--- src/logic/sta_pkg.sv ---
// Shared constants and carrier types for the stream timing adapter.
// Assumes one clock domain and a plain register port on the adapter.
package sta_pkg;

  // ---------------------------------------------------------------
  // Stream payload layout
  // ---------------------------------------------------------------
  localparam int STA_DATA_W = 32;
  localparam int STA_CHAN_W = 8;
  localparam int STA_EMPTY_W = 2;
  localparam int STA_MAX_RL = 8;

  // Everything except ready and valid travels as this word
  typedef struct packed {
    logic [STA_DATA_W-1:0] data;
    logic [STA_CHAN_W-1:0] channel;
    logic sop;
    logic eop;
    logic [STA_EMPTY_W-1:0] empty;
    logic error;
  } sta_pay_s;

  // ---------------------------------------------------------------
  // Register port
  // ---------------------------------------------------------------
  localparam int STA_ADDR_W = 4;
  localparam int STA_REG_W = 32;

  typedef struct packed {
    logic [STA_ADDR_W-1:0] addr;
    logic [STA_REG_W-1:0] wdata;
    logic wr;
    logic rd;
  } sta_req_s;

  localparam logic [STA_ADDR_W-1:0] STA_OFF_STATUS = 4'h0;
  localparam logic [STA_ADDR_W-1:0] STA_OFF_MASK = 4'h1;
  localparam logic [STA_ADDR_W-1:0] STA_OFF_LOST = 4'h2;
  localparam logic [STA_ADDR_W-1:0] STA_OFF_LEVEL = 4'h3;
  localparam logic [STA_ADDR_W-1:0] STA_OFF_CONFIG = 4'h4;

  // Status and mask share this layout
  localparam int STA_EV_W = 2;
  localparam int STA_EV_LOST = 0;
  localparam int STA_EV_OVF = 1;

  // Configuration readback layout
  localparam int STA_CFG_IN_RDY = 0;
  localparam int STA_CFG_IN_VLD = 1;
  localparam int STA_CFG_OUT_RDY = 2;
  localparam int STA_CFG_OUT_VLD = 3;
  localparam int STA_CFG_IN_RL = 4;
  localparam int STA_CFG_OUT_RL = 8;

  // Reset values
  localparam logic [STA_EV_W-1:0] STA_STATUS_RST = 2'h0;
  localparam logic [STA_EV_W-1:0] STA_MASK_RST = 2'h0;
  localparam logic [15:0] STA_LOST_RST = 16'h0;

endpackage

--- src/logic/sta_adapter.sv ---
// Stream timing adapter between one upstream source and one downstream sink.
// Assumes both cores share clk_sys and srst and the link is point to point.
`timescale 1ns/1ps

module sta_adapter
  import sta_pkg::*;
#(
  parameter bit IN_HAS_READY = 1'b1,
  parameter bit IN_HAS_VALID = 1'b1,
  parameter int unsigned IN_RL = 0,
  parameter bit OUT_HAS_READY = 1'b1,
  parameter bit OUT_HAS_VALID = 1'b1,
  parameter int unsigned OUT_RL = 0
)
(
  input wire logic clk_sys,
  input wire logic srst,
  // Sink port facing the upstream source
  input wire sta_pay_s in_pay,
  input wire logic in_valid,
  output logic in_ready,
  // Source port facing the downstream sink
  output sta_pay_s out_pay,
  output logic out_valid,
  input wire logic out_ready,
  // Loss indication
  output logic err_lost,
  // Register port
  input wire sta_req_s reg_req,
  output logic [STA_REG_W-1:0] reg_rdata,
  output logic irq
);

  // ---------------------------------------------------------------
  // Configuration decode
  // ---------------------------------------------------------------
  localparam bit BOTH_RDY = IN_HAS_READY && OUT_HAS_READY;
  localparam bit MODE_BUF = BOTH_RDY && (IN_RL > OUT_RL);
  localparam bit MODE_PIPE = BOTH_RDY && (OUT_RL > IN_RL);
  localparam bit MODE_LOSS = !IN_HAS_READY && OUT_HAS_READY;
  localparam int unsigned UP_D = MODE_PIPE ? OUT_RL - IN_RL : 0;
  localparam int unsigned BUF_D = MODE_BUF ? IN_RL - OUT_RL : 0;
  localparam logic [3:0] BUF_D4 = 4'(BUF_D);

  // ---------------------------------------------------------------
  // Ready history
  // ---------------------------------------------------------------
  logic [STA_MAX_RL-1:0] hist_q;
  logic [STA_MAX_RL-1:0] hist_d;
  logic [STA_MAX_RL:0] rhist;
  logic out_rdy_eff;
  logic sink_slot;
  logic in_v_eff;

  // Missing sink ready means the sink always takes data
  assign out_rdy_eff = OUT_HAS_READY ? out_ready : 1'b1;
  // Missing source valid means every cycle carries a word
  assign in_v_eff = IN_HAS_VALID ? in_valid : 1'b1;
  // Index k gives sink ready as it stood k cycles ago
  assign rhist = {hist_q, out_rdy_eff};
  // Sink accepts data now only if ready was up OUT_RL cycles ago
  assign sink_slot = rhist[OUT_RL];

  // Shift in the sink ready each cycle
  always_comb
  begin
    hist_d = {hist_q[STA_MAX_RL-2:0], out_rdy_eff};
    if (srst)
    begin
      hist_d = '0;
    end
  end

  always_ff @(posedge clk_sys)
  begin
    hist_q <= hist_d;
  end

  // ---------------------------------------------------------------
  // Compensation buffer
  // ---------------------------------------------------------------
  sta_pay_s mem_q [STA_MAX_RL];
  sta_pay_s mem_d [STA_MAX_RL];
  logic [2:0] wptr_q;
  logic [2:0] wptr_d;
  logic [2:0] rptr_q;
  logic [2:0] rptr_d;
  logic [3:0] count_q;
  logic [3:0] count_d;
  logic buf_push;
  logic buf_pop;
  logic buf_ovf;

  // Late words are held until a cycle the sink will accept them
  always_comb
  begin
    buf_pop = MODE_BUF && sink_slot && (count_q != 4'h0);
    buf_push = MODE_BUF && in_v_eff && !(sink_slot && (count_q == 4'h0));
    buf_ovf = buf_push && !buf_pop && (count_q == BUF_D4);
    mem_d = mem_q;
    wptr_d = wptr_q;
    rptr_d = rptr_q;
    count_d = count_q;
    if (buf_push && !buf_ovf)
    begin
      mem_d[wptr_q] = in_pay;
      wptr_d = wptr_q + 3'h1;
    end
    if (buf_pop)
    begin
      rptr_d = rptr_q + 3'h1;
    end
    if ((buf_push && !buf_ovf) && !buf_pop)
    begin
      count_d = count_q + 4'h1;
    end
    else if (buf_pop && !(buf_push && !buf_ovf))
    begin
      count_d = count_q - 4'h1;
    end
    if (srst)
    begin
      wptr_d = 3'h0;
      rptr_d = 3'h0;
      count_d = 4'h0;
    end
  end

  always_ff @(posedge clk_sys)
  begin
    mem_q <= mem_d;
    wptr_q <= wptr_d;
    rptr_q <= rptr_d;
    count_q <= count_d;
  end

  // ---------------------------------------------------------------
  // Forward path and ready path
  // ---------------------------------------------------------------
  logic fwd_v;

  // Buffered words leave first; otherwise the source word passes through
  always_comb
  begin
    if (MODE_BUF)
    begin
      out_pay = (count_q != 4'h0) ? mem_q[rptr_q] : in_pay;
      fwd_v = sink_slot && ((count_q != 4'h0) || in_v_eff);
    end
    else
    begin
      out_pay = in_pay;
      fwd_v = in_v_eff;
    end
    // A valid-less sink takes the bare payload; the pin is tied
    out_valid = OUT_HAS_VALID ? fwd_v : 1'b0;
  end

  // Ready toward the source for each configuration
  always_comb
  begin
    if (!IN_HAS_READY)
    begin
      in_ready = 1'b0;
    end
    else if (!OUT_HAS_READY)
    begin
      in_ready = 1'b1;
    end
    else if (MODE_PIPE)
    begin
      in_ready = rhist[UP_D];
    end
    else
    begin
      in_ready = out_rdy_eff;
    end
  end

  // ---------------------------------------------------------------
  // Loss detection and registers
  // ---------------------------------------------------------------
  logic lost_ev;
  logic err_q;
  logic err_d;
  logic [STA_EV_W-1:0] status_q;
  logic [STA_EV_W-1:0] status_d;
  logic [STA_EV_W-1:0] mask_q;
  logic [STA_EV_W-1:0] mask_d;
  logic [15:0] lostcnt_q;
  logic [15:0] lostcnt_d;
  logic [STA_REG_W-1:0] rdata_q;
  logic [STA_REG_W-1:0] rdata_d;
  logic irq_q;
  logic irq_d;
  logic [STA_EV_W-1:0] ev;
  logic [STA_REG_W-1:0] cfg_word;

  // A word offered while the sink cannot take it is gone
  assign lost_ev = MODE_LOSS && in_v_eff && !sink_slot;
  assign ev = {buf_ovf, lost_ev};

  // Configuration readback word
  always_comb
  begin
    cfg_word = '0;
    cfg_word[STA_CFG_IN_RDY] = IN_HAS_READY;
    cfg_word[STA_CFG_IN_VLD] = IN_HAS_VALID;
    cfg_word[STA_CFG_OUT_RDY] = OUT_HAS_READY;
    cfg_word[STA_CFG_OUT_VLD] = OUT_HAS_VALID;
    cfg_word[STA_CFG_IN_RL +: 4] = 4'(IN_RL);
    cfg_word[STA_CFG_OUT_RL +: 4] = 4'(OUT_RL);
  end

  // Status clears on read, new events win; mask gates the interrupt
  always_comb
  begin
    err_d = lost_ev;
    status_d = status_q;
    if (reg_req.rd && (reg_req.addr == STA_OFF_STATUS))
    begin
      status_d = '0;
    end
    status_d = status_d | ev;
    mask_d = mask_q;
    if (reg_req.wr && (reg_req.addr == STA_OFF_MASK))
    begin
      mask_d = reg_req.wdata[STA_EV_W-1:0];
    end
    lostcnt_d = lost_ev ? lostcnt_q + 16'h1 : lostcnt_q;
    rdata_d = '0;
    if (reg_req.rd)
    begin
      unique case (reg_req.addr)
        STA_OFF_STATUS: rdata_d[STA_EV_W-1:0] = status_q;
        STA_OFF_MASK: rdata_d[STA_EV_W-1:0] = mask_q;
        STA_OFF_LOST: rdata_d[15:0] = lostcnt_q;
        STA_OFF_LEVEL: rdata_d[3:0] = count_q;
        STA_OFF_CONFIG: rdata_d = cfg_word;
        default: rdata_d = '0;
      endcase
    end
    irq_d = |(status_d & mask_d);
    if (srst)
    begin
      err_d = 1'b0;
      status_d = STA_STATUS_RST;
      mask_d = STA_MASK_RST;
      lostcnt_d = STA_LOST_RST;
      rdata_d = '0;
      irq_d = 1'b0;
    end
  end

  always_ff @(posedge clk_sys)
  begin
    err_q <= err_d;
    status_q <= status_d;
    mask_q <= mask_d;
    lostcnt_q <= lostcnt_d;
    rdata_q <= rdata_d;
    irq_q <= irq_d;
  end

  assign err_lost = err_q;
  assign reg_rdata = rdata_q;
  assign irq = irq_q;

  generate
    if (MODE_PIPE)
    begin : g_pipe_chk

    end
  endgenerate
endmodule

--- config.mk ---
export PLATFORM = sky130hd
export DESIGN_NAME = sta_adapter
export DESIGN_NICKNAME = d
export VERILOG_FILES = /design/src/logic/sta_pkg.sv /design/src/logic/sta_adapter.sv
export SDC_FILE = /design/constraint.sdc
export NUM_CORES = 1
export LEC_CHECK = 0
export BUFFER_PORTS_ARGS = -buffer_cell sky130_fd_sc_hd__buf_4
export CAP_MARGIN = 20
export CORE_ASPECT_RATIO = 0.6
export CORE_UTILIZATION = 26
export CTS_BUF_LIST = sky130_fd_sc_hd__clkbuf_16
export CTS_CLUSTER_DIAMETER = 150
export DETAILED_ROUTE_END_ITERATION = 10
export PLACE_DENSITY = 0.82
export SYNTH_ARGS = -nofsm -noshare
export SYNTH_HDL_FRONTEND = slang
export SYNTH_SLANG_ARGS = --single-unit
export TNS_END_PERCENT = 5
--- constraint.sdc ---
create_clock -name clk_sys -period 1.2 [get_ports clk_sys]
set_clock_uncertainty 0.05 [all_clocks]
set_input_delay 0.12 -clock clk_sys [delete_from_list [all_inputs] [get_ports clk_sys]]
set_output_delay 0.12 -clock clk_sys [all_outputs]
set_load 0.02 [all_outputs]
Word-level counts from Yosys, hierarchy flattened:

Index checks and enable logic that the tools add are counted.

* equal/unequal tests: 2
* magnitude comparators: 0
* add/sub/neg operators: 0
* multiply operators: 0
* reductions and logical operators: 5
* shift-type cells: 0
* mux-type cells: 4
* divide/modulo/power cells: 0
* bitwise operators: 2

Operator list (number)
* $mux 2: 3
* $pmux 2 s3: 1
* $eq 4x1->1 const B: 1
* $eq 4x3->1 const B: 1
* $logic_not 4->1: 1
* $reduce_or 2->1: 2
* $and 2x2->2: 1
* $logic_and 1x1->1: 2
* $not 1->1: 1

* memory bits (writable): 0
* memory bits (read-only): 0
* input port bits: 87
* memories kept: 0
* bits in registers: 25
* bits in latches: 0
* output and inout bits: 81

Longest topological paths before layout:

Gate-level depths: netlist of run 1.

* depth in word-level cells: 5
* depth in mapped cells: 4
* mapped depth without buffers: 4

Worst setup path before layout of run 1:

No wires, ideal clock.

* kind: input port to flip-flop
* from: in reg_req[35] in the netlist's numbering
* to: reg irq_q (netlist: irq)
* data arrival time: 845 ps
* library setup time: 127 ps
* setup slack: 178 ps
* stages: 4
* required time: 1023 ps
* cell sequence: nor3_1 -> and3_2 -> mux2i_1 -> o22ai_1

* word-level cells in the longest chain between the ends: 5
* elaborated cells on any way between the ends: 8
* those cells by class: eq/ne: 1; mux: 2; bitwise: 1; reduce/logical: 4

RTL lines
* start, declared: RTL line sta_adapter.sv:29 `input wire sta_req_s reg_req,`
* $eq 4x1->1 / $logic_not 4->1 (equally long branches): RTL line sta_adapter.sv:226, sta_adapter.sv:220
* $logic_and 1x1->1, on equally long branches: RTL line sta_adapter.sv:226, sta_adapter.sv:220
* $mux 2, on equally long branches: RTL line sta_adapter.sv:226, sta_adapter.sv:220
* $and 2x2->2 *: RTL line sta_adapter.sv:243 `irq_d = |(status_d & mask_d);`
* $reduce_or 2->1 *: RTL line sta_adapter.sv:243
* end signal, assigned: RTL line sta_adapter.sv:262 `irq_q <= irq_d;`
* end, declared: RTL line sta_adapter.sv:194 `logic irq_q;`

Mark *: on every way between the ends. The rest lies on a longest branch, timed or not.
A chain may end at the register's enable or synchronous reset.

Worst setup path in the final report of run 1:

Ends and elaborated chain as after synthesis.

==> flow_metrics.py, run 1 <==
metrics = {
    "layout": {
        "finalInstanceArea_um2": 644,
        "area_growth_pct": -26.5,
        "mostFrequentLayoutCell": "conb_1",
        "fin_nets": 165,
        "drive_gt1_frac": 0.276,
        "n_antenna_cell": 0,
        "mostFrequentLayoutCells": "29 x conb_1, 15 x buf_4, 8 x dfxtp_1",
    },
    "place": {
        "pre_cts_ws_ns": -0.0272,
        "hpwl_um": 981,
        "place_area_um2": 569,
        "portBuffers": 14,
        "routabilityCongestion": 0.713,
    },
    "yosys": {
        "synth_area_per_cell_um2": 8.20,
        "synthTopCellsByArea": "buf_4 66%, dfxtp_1 18%, mux2i_1 2.3%",
        "yosys.area.top_type": "buf_4",
        "syn_inst": 107,
        "synth_top_area_share": 0.659,
        "yosys_warnings": 0,
        "ys_ff_latch": 8,
        "ys_types": 15,
        "mappedNetlistArea_um2": 877,
        "yosysSeqAreaShare": 0.183,
    },
    "critical_path": {
        "timing.rr.start": "mask_q[1]",
        "cp-start-kind": "primary input",
        "rrSetupSlack_ns": 0.44,
        "required_ns": 1.26,
        "crit_type": "primary input to register",
        "worst_ep_arrival_time_ns": 1.04,
        "worstRegToRegCells": 2,
        "cp_num_cells": 5,
        "reg2reg_to": "reg_rdata[1]",
        "critPathTopFamily": "simple AND/OR/NAND/NOR gates",
        "crit_fanout": 2,
        "max_stage_delay_ns": 0.25,
        "cp_slowest_cell": "and3_2",
        "crit_chain": "buf_4 > nor3_1 > and3_2 > mux2i_1 > o22ai_1",
        "path_buf_inv": 1,
        "end_kind": "register",
    },
    "drt": {
        "antenna_left": 0,
        "via_per_inst": 3.40,
        "dr.pass1.iters": 2,
        "drtIter0Drc": 25,
        "vias": 401,
        "routedWlPerCell_um": 9.95,
        "routed_wl_um": 1170,
        "drc": 0,
    },
    "clocking": {
        "cts_hold_buf": 0,
        "clock-sinks": 8,
        "cts_tree": "built",
        "insertion_delay_ns": 0.23,
        "cts_buffers": 3,
        "cts_max_level": 1,
        "root_buffer": "clkbuf_16",
        "cts_resized": 0,
        "post_cts_buffers": 0,
        "clock_path_buffers": 2,
        "clkTransAtPathRegs_ns": 0.04,
    },
    "timing": {
        "finalCritPeriodShare": 0.822,
        "grt_setup_unrepaired": "false",
        "drv_slew": 0,
        "whs_ns": 0.0322,
        "fmax_mhz": 1010,
        "hold_viol": 0,
        "finalSetupViolCount": 0,
        "setup_ws_ns": 0.214,
        "fin_crit_ns": 0.986,
    },
    "hold_path": {
        "worstHoldStart": "srst",
        "hp-class": "primary input to register",
        "hold_path_depth": 2,
        "min_to": "mask_q[0]",
    },
    "grt": {
        "grt_pass1_wl_um": 1610,
        "grt_max_degree": 8,
        "grt.met3_usage": 0.0854,
        "antenna_found_initial": 0,
        "grt_pass1_vias": 352,
        "overflow": 0,
        "grt_usage": 0.0650,
        "met1_usage": 0.0448,
        "busiest_layer": "met2",
        "use_met2": 0.0857,
    },
    "floorplan": {
        "fp.coreArea_mm2": 0.00304,
        "chipHeight_um": 47.0,
        "die_area_mm2": 0.00362,
        "boundaryPins": 168,
        "die_w_um": 77.0,
        "start_util": 0.288,
        "rows": 15,
    },
    "pwr": {
        "max-vdd-ir-drop_uv": 474,
        "powerDensity_mw_per_mm2": 1470,
        "p_leak_nw": 0.323,
    },
    "status": {
        "outcome": "finished, final reports clean",
    },
    "job": {
        "maxCapViolations": 0,
    },
}
cells by family (layout without fill, tap and decap cells):
logic type      count (synthesis)  count (layout)  share of synthesized area
compound gates                  4               4                     0.0314
buf+inv                        80              21                      0.672
flops                           8               8                      0.183
mux                             2               2                     0.0228
other cells                     1              29                    0.00428
simple gates                   12              12                     0.0870
how the worst max path moves through the flow:
stage                           start   to  slack (ns)
after floorplan           reg_req[35]  irq        0.18
after global placement    reg_req[35]  irq       -0.03
after detailed placement  reg_req[35]  irq       -0.03
after CTS                 reg_req[35]  irq        0.22
after global routing      reg_req[35]  irq        0.14
final                     reg_req[35]  irq        0.21
registers in the layout, indices dropped and copies added, names as in the netlist:
signal and cells:
irq 1, mask_q 2, reg_rdata 3, status_q 2
Yosys cell counts:
master     n
nor3_1     3
nor2_1     2
nand2b_1   2
inv_1      3
a211oi_1   2
or4b_4     1
buf_4     77
and3_2     1
o22ai_1    1
nor3b_2    1
nand2_1    2
mux2i_1    2
a31oi_1    1
conb_1     1
dfxtp_1    8
through the flow:
stage                     utilization  setup TNS, ns  cells  power, mW
after floorplan                     -              0    135      0.669
after global placement          0.187        -0.0345    115      0.402
after detailed placement        0.187        -0.0272    115      0.404
after CTS                       0.212              0    118      0.963
after global routing            0.212              0    118      0.983
final                           0.212              0    118      0.950
layout make-up:
type	count	area, µm²
multi-input combinational	47	233
timing repair buffer	15	113
sequential	8	160
tap	42	52.6
fill	348	2400
clock buffer	3	75.1
inverter	3	11.3
report_power, final:
| group | internal (mW) | switching, mW |
|---|---|---|
| combinational | 0.0308 | 0.100 |
| clock | 0.429 | 0.120 |
| sequential | 0.270 | 0.000969 |
routing by layer:
layer / wire (µm) / vias to the layer above
met1: 326 / 187
met2: 540 / 43
li1: - / 167
met4: 28 / 0
met5: 0 / -
met3: 278 / 4
(Power assumes the default switching activity.)
==> inputs of run 2 (changes only) <==
==> constraint.sdc (replaced) <==
create_clock -name clk_sys -period 1 [get_ports clk_sys]
set_clock_uncertainty 0.05 [all_clocks]
set_input_delay 0.1 -clock clk_sys [delete_from_list [all_inputs] [get_ports clk_sys]]
set_output_delay 0.1 -clock clk_sys [all_outputs]
set_load 0.02 [all_outputs]
==> run 2 against run 1 <==
  * Non-clock buffer count grew 1
  * Sequential cell count unchanged
  * Largest cell class unchanged
  * Worst hold slack improved by 0.012 ns
  * Largest power group unchanged
==> flow_metrics.py, run 2 (synthesis results as in run 1) <==
metrics = {
    "drt": {
        "routed_wl_um": 1200,
        "via_per_inst": 3.29,
        "dr.pass1.iters": 2,
        "antenna_left": 0,
        "drc": 0,
        "drtIter0Drc": 11,
        "vias": 392,
        "routedWlPerCell_um": 10.1,
    },
    "critical_path": {
        "reg2reg_to": "reg_rdata[1]",
        "worstRegToRegCells": 2,
        "end_kind": "register",
        "crit_fanout": 2,
        "required_ns": 1.05,
        "cp-start-kind": "primary input",
        "crit_end": "irq",
        "crit_type": "primary input to register",
        "rrSetupSlack_ns": 0.18,
        "worst_ep_arrival_time_ns": 1.03,
        "critPathLaunch": "reg_req[36]",
        "timing.rr.start": "mask_q[1]",
    },
    "clocking": {
        "cts_max_level": 1,
        "clkTransAtPathRegs_ns": 0.04,
        "insertion_delay_ns": 0.23,
        "clock_path_buffers": 2,
        "cts_tree": "built",
        "cts_hold_buf": 0,
        "root_buffer": "clkbuf_16",
        "cts_buffers": 3,
        "clock-sinks": 8,
    },
    "hold_path": {
        "worstHoldStart": "reg_req[34]",
        "hp-class": "primary input to register",
    },
    "grt": {
        "antenna_found_initial": 0,
        "grt_max_degree": 8,
        "overflow": 0,
        "grt_usage": 0.0637,
        "grt_pass1_vias": 339,
        "grt_pass1_wl_um": 1690,
    },
    "layout": {
        "n_antenna_cell": 0,
        "area_growth_pct": -21.1,
        "mostFrequentLayoutCells": "29 x conb_1, 16 x buf_4, 8 x dfxtp_1",
        "finalInstanceArea_um2": 692,
        "stdcell_count": 119,
        "mostFrequentLayoutCell": "conb_1",
        "largest_register_ff_count": 3,
        "register_area_um2": 160,
        "fillers": 342,
        "fin_nets": 166,
        "drive_gt1_frac": 0.325,
        "multi_input_comb_area_um2": 273,
    },
    "pwr": {
        "powerDensity_mw_per_mm2": 1660,
        "p_leak_nw": 0.335,
        "max-vdd-ir-drop_uv": 832,
        "p_total_mw": 1.15,
    },
    "status": {
        "outcome": "finished, final reports clean",
    },
    "timing": {
        "finalCritPeriodShare": 0.973,
        "finalSetupViolCount": 0,
        "finalSetupTns_ns": 0,
        "drv_slew": 0,
        "fmax_mhz": 1030,
        "fin_crit_ns": 0.973,
        "setup_ws_ns": 0.0274,
        "hold_viol": 0,
    },
    "place": {
        "hpwl_um": 1040,
        "place_area_um2": 586,
        "dp.cells": 116,
        "portBuffers": 14,
        "pre_cts_ws_ns": -0.207,
        "routabilityCongestion": 0.721,
    },
    "floorplan": {
        "rows": 15,
        "die_area_mm2": 0.00362,
        "fp.coreArea_mm2": 0.00304,
        "boundaryPins": 168,
        "start_util": 0.288,
        "die_w_um": 77.0,
        "chipHeight_um": 47.0,
    },
    "job": {
        "maxCapViolations": 0,
    },
}
==> run 2: stage by stage <==
| step | hold slack (ns) | util |
|---|---|---|
| finish | 0.0446 | 0.228 |
| floorplan | 0.121 | - |
| CTS | 0.0409 | 0.217 |
| global route | 0.0454 | 0.228 |
| global placement | 0.150 | 0.193 |
| detailed placement | 0.150 | 0.193 |
==> run 2: what timing repair did <==
item | in CTS | in global routing
resized for setup | 0 | 5
endpoints found under the setup margin | 0 | 2
setup buffers | 0 | 0
==> run 2: layout make-up <==
| class | count | area share |
|---|---|---|
| multi-input combinational | 47 | 0.394 |
| sequential | 8 | 0.231 |
| timing repair buffer | 16 | 0.174 |
| clock buffer | 3 | 0.108 |
| tap | 42 | 0.0759 |
| inverter | 3 | 0.0163 |
==> run 2: worst min path at each step <==
stage                     depth (start not counted)           end
after global routing                              2  reg_rdata[2]
final                                             2  reg_rdata[2]
after floorplan                                   1  reg_rdata[2]
after CTS                                         2  reg_rdata[2]
after detailed placement                          0   out_pay[33]
after global placement                            0   out_pay[33]
==> run 2: critical path, cell delays in order <==
cell and delay, ns:
buf_4 0.13, nor3_4 0.19, and3_4 0.26, mux2i_4 0.24, o22ai_1 0.10
==> run 2: where the power goes <==
part	switching [mW]	internal [mW]	leakage [nW]
Clock	0.138	0.514	0.0370
Combinational	0.130	0.0443	0.233
Sequential	0.00172	0.324	0.0645
==> run 2: per-layer routing <==
metal	up-vias	global-route usage	share of wire
met5	-	0	0
met4	0	0.0189	0
met3	0	0.0757	0.19
met2	50	0.102	0.50
li1	170	-	-
met1	172	0.0516	0.31
==> inputs of run 3 (changes only) <==
--- a/config.mk
+++ b/config.mk
@@ -13,6 +13,7 @@
 export CTS_CLUSTER_DIAMETER = 150
 export DETAILED_ROUTE_END_ITERATION = 10
 export PLACE_DENSITY = 0.82
+export REMOVE_ABC_BUFFERS = 1
 export SYNTH_ARGS = -nofsm -noshare
 export SYNTH_HDL_FRONTEND = slang
 export SYNTH_SLANG_ARGS = --single-unit
==> constraint.sdc (replaced) <==
create_clock -name clk_sys -period 1 [get_ports clk_sys]
set_clock_uncertainty 0.05 [all_clocks]
set_input_delay 0.1 -clock clk_sys [delete_from_list [all_inputs] [get_ports clk_sys]]
set_output_delay 0.1 -clock clk_sys [all_outputs]
set_load 0.01 [all_outputs]
==> run 3 against run 2 <==
  * Final cell count unchanged
  * Non-clock buffer count stayed put
  * Critical path depth stayed put
  * Highest routed layer is now met5
  * Largest power group unchanged
==> flow_metrics.py, run 3 (synthesis results as in run 1) <==
metrics = {
    "place": {
        "pre_cts_ws_ns": -0.214,
        "routabilityCongestion": 0.701,
        "portBuffers": 14,
        "hpwl_um": 3040,
    },
    "timing": {
        "hold_viol": 0,
        "grt_setup_unrepaired": "false",
        "finalSetupViolCount": 0,
        "fin_crit_ns": 0.933,
        "fmax_mhz": 1070,
        "setup_ws_ns": 0.0666,
        "drv_slew": 0,
        "finalCritPeriodShare": 0.933,
    },
    "layout": {
        "fillers": 337,
        "fin_util": 0.221,
        "n_antenna_cell": 0,
        "fin_nets": 166,
        "largest_register_ff_count": 3,
        "area_growth_pct": -23.5,
        "mostFrequentLayoutCells": "29 x conb_1, 16 x buf_4, 8 x dfxtp_1",
        "drive_gt1_frac": 0.312,
        "mostFrequentLayoutCell": "conb_1",
    },
    "grt": {
        "grt_pass1_wl_um": 4080,
        "grt_usage": 0.194,
        "antenna_found_initial": 0,
        "overflow": 0,
        "grt_pass1_vias": 348,
        "grt_max_degree": 8,
    },
    "floorplan": {
        "rows": 15,
        "boundaryPins": 168,
        "start_util": 0.288,
        "die_area_mm2": 0.00362,
        "die_w_um": 77.0,
        "fp.coreArea_mm2": 0.00304,
        "chipHeight_um": 47.0,
    },
    "drt": {
        "drt-met1-wl_um": 1340,
        "drtIter0Drc": 19,
        "drc": 0,
        "route.met2.wl_um": 1120,
        "routed_wl_um": 3660,
        "dr.pass1.iters": 4,
        "highest_layer": "met5",
        "antenna_left": 0,
        "via_per_inst": 3.96,
        "vias": 471,
        "routedWlPerCell_um": 30.7,
        "wl_met3_um": 1130,
    },
    "critical_path": {
        "cp_slowest_cell": "and3_4",
        "max_stage_delay_ns": 0.23,
        "crit_type": "primary input to register",
        "rrSetupSlack_ns": 0.22,
        "crit_fanout": 2,
        "required_ns": 1.05,
        "crit_chain": "buf_4 > nor3_4 > and3_4 > mux2i_2 > o22ai_1",
        "cp-start-kind": "primary input",
        "timing.rr.start": "mask_q[1]",
        "worst_ep_arrival_time_ns": 0.98,
        "critPathLaunch": "reg_req[35]",
        "end_kind": "register",
    },
    "status": {
        "outcome": "finished, final reports clean",
    },
    "pwr": {
        "switching_share": 0.201,
        "pwr-share-seq": 0.295,
        "power_frac_clock": 0.594,
        "comb_power_share": 0.111,
        "max-vdd-ir-drop_uv": 487,
        "p_int_mw": 0.879,
        "p_leak_nw": 0.331,
        "switchingPower_mw": 0.222,
        "powerDensity_mw_per_mm2": 1640,
    },
    "clocking": {
        "cts_tree": "built",
        "insertion_delay_ns": 0.23,
        "clock-sinks": 8,
        "cts_max_level": 1,
        "root_buffer": "clkbuf_16",
        "cts_hold_buf": 0,
        "clkTransAtPathRegs_ns": 0.04,
        "clock_path_buffers": 2,
        "cts_buffers": 3,
    },
    "hold_path": {
        "hp-class": "primary input to register",
        "worstHoldStart": "reg_req[34]",
    },
    "job": {
        "maxCapViolations": 0,
    },
}
==> run 3: through the flow <==
step | hold WS (ns) | TNS, ns | instances | power (mW) | area [µm²]
5_1_grt | 0.0563 | 0 | 119 | 1.15 | 671
3_5_place_dp | 0.150 | -0.752 | 116 | 0.439 | 577
4_1_cts | 0.0380 | 0 | 119 | 1.10 | 652
6_report | 0.0451 | 0 | 119 | 1.10 | 671
2_1_floorplan | 0.121 | -0.00165 | 58 | 0.392 | 404
3_3_place_gp | 0.150 | -0.613 | 116 | 0.439 | 577
==> run 3: layout make-up <==
type / count / area (µm²) / area share
flip-flops and latches: 8 / 160 / 0.239
inverters: 3 / 11.3 / 0.0168
repair buffers: 16 / 120 / 0.179
well taps: 42 / 52.6 / 0.0784
multi-input cells: 47 / 251 / 0.375
clock buffers: 3 / 75.1 / 0.112
==> run 3: critical path: cells and delay by family <==
family / cells / cell delay (ns)
compound gates: 1 / 0.11
simple gates: 2 / 0.42
buf+inv: 1 / 0.13
mux: 1 / 0.23
==> run 3: final timing paths <==
| check | cells past startpoint | end |
|---|---|---|
| worst min-delay path | 2 | reg_rdata[2] |
| worst max-delay path | 5 | irq |
| worst max register to register | 2 | irq |
| worst min register to register | 2 | status_q[0] |
==> run 3: per-layer routing <==
layer | track usage | vias to the layer above
met2 | 0.148 | 82
li1 | - | 173
met3 | 0.309 | 10
met5 | 0.100 | -
met1 | 0.211 | 204
met4 | 0.0377 | 2
==> run 3: power groups by stage <==
stage               combinational, mW  clock [mW]  sequential (mW)
finish                          0.123       0.654            0.325
global route                    0.138       0.686            0.325
CTS                             0.110       0.665            0.325
detailed placement              0.110           0            0.329
global placement                0.110           0            0.330
floorplan                      0.0622           0            0.330
==> run 3: timing repair <==
item,4_1_cts,5_1_grt
buffers inserted,0,0
resized for setup,0,4
endpoints found under the setup margin,0,3
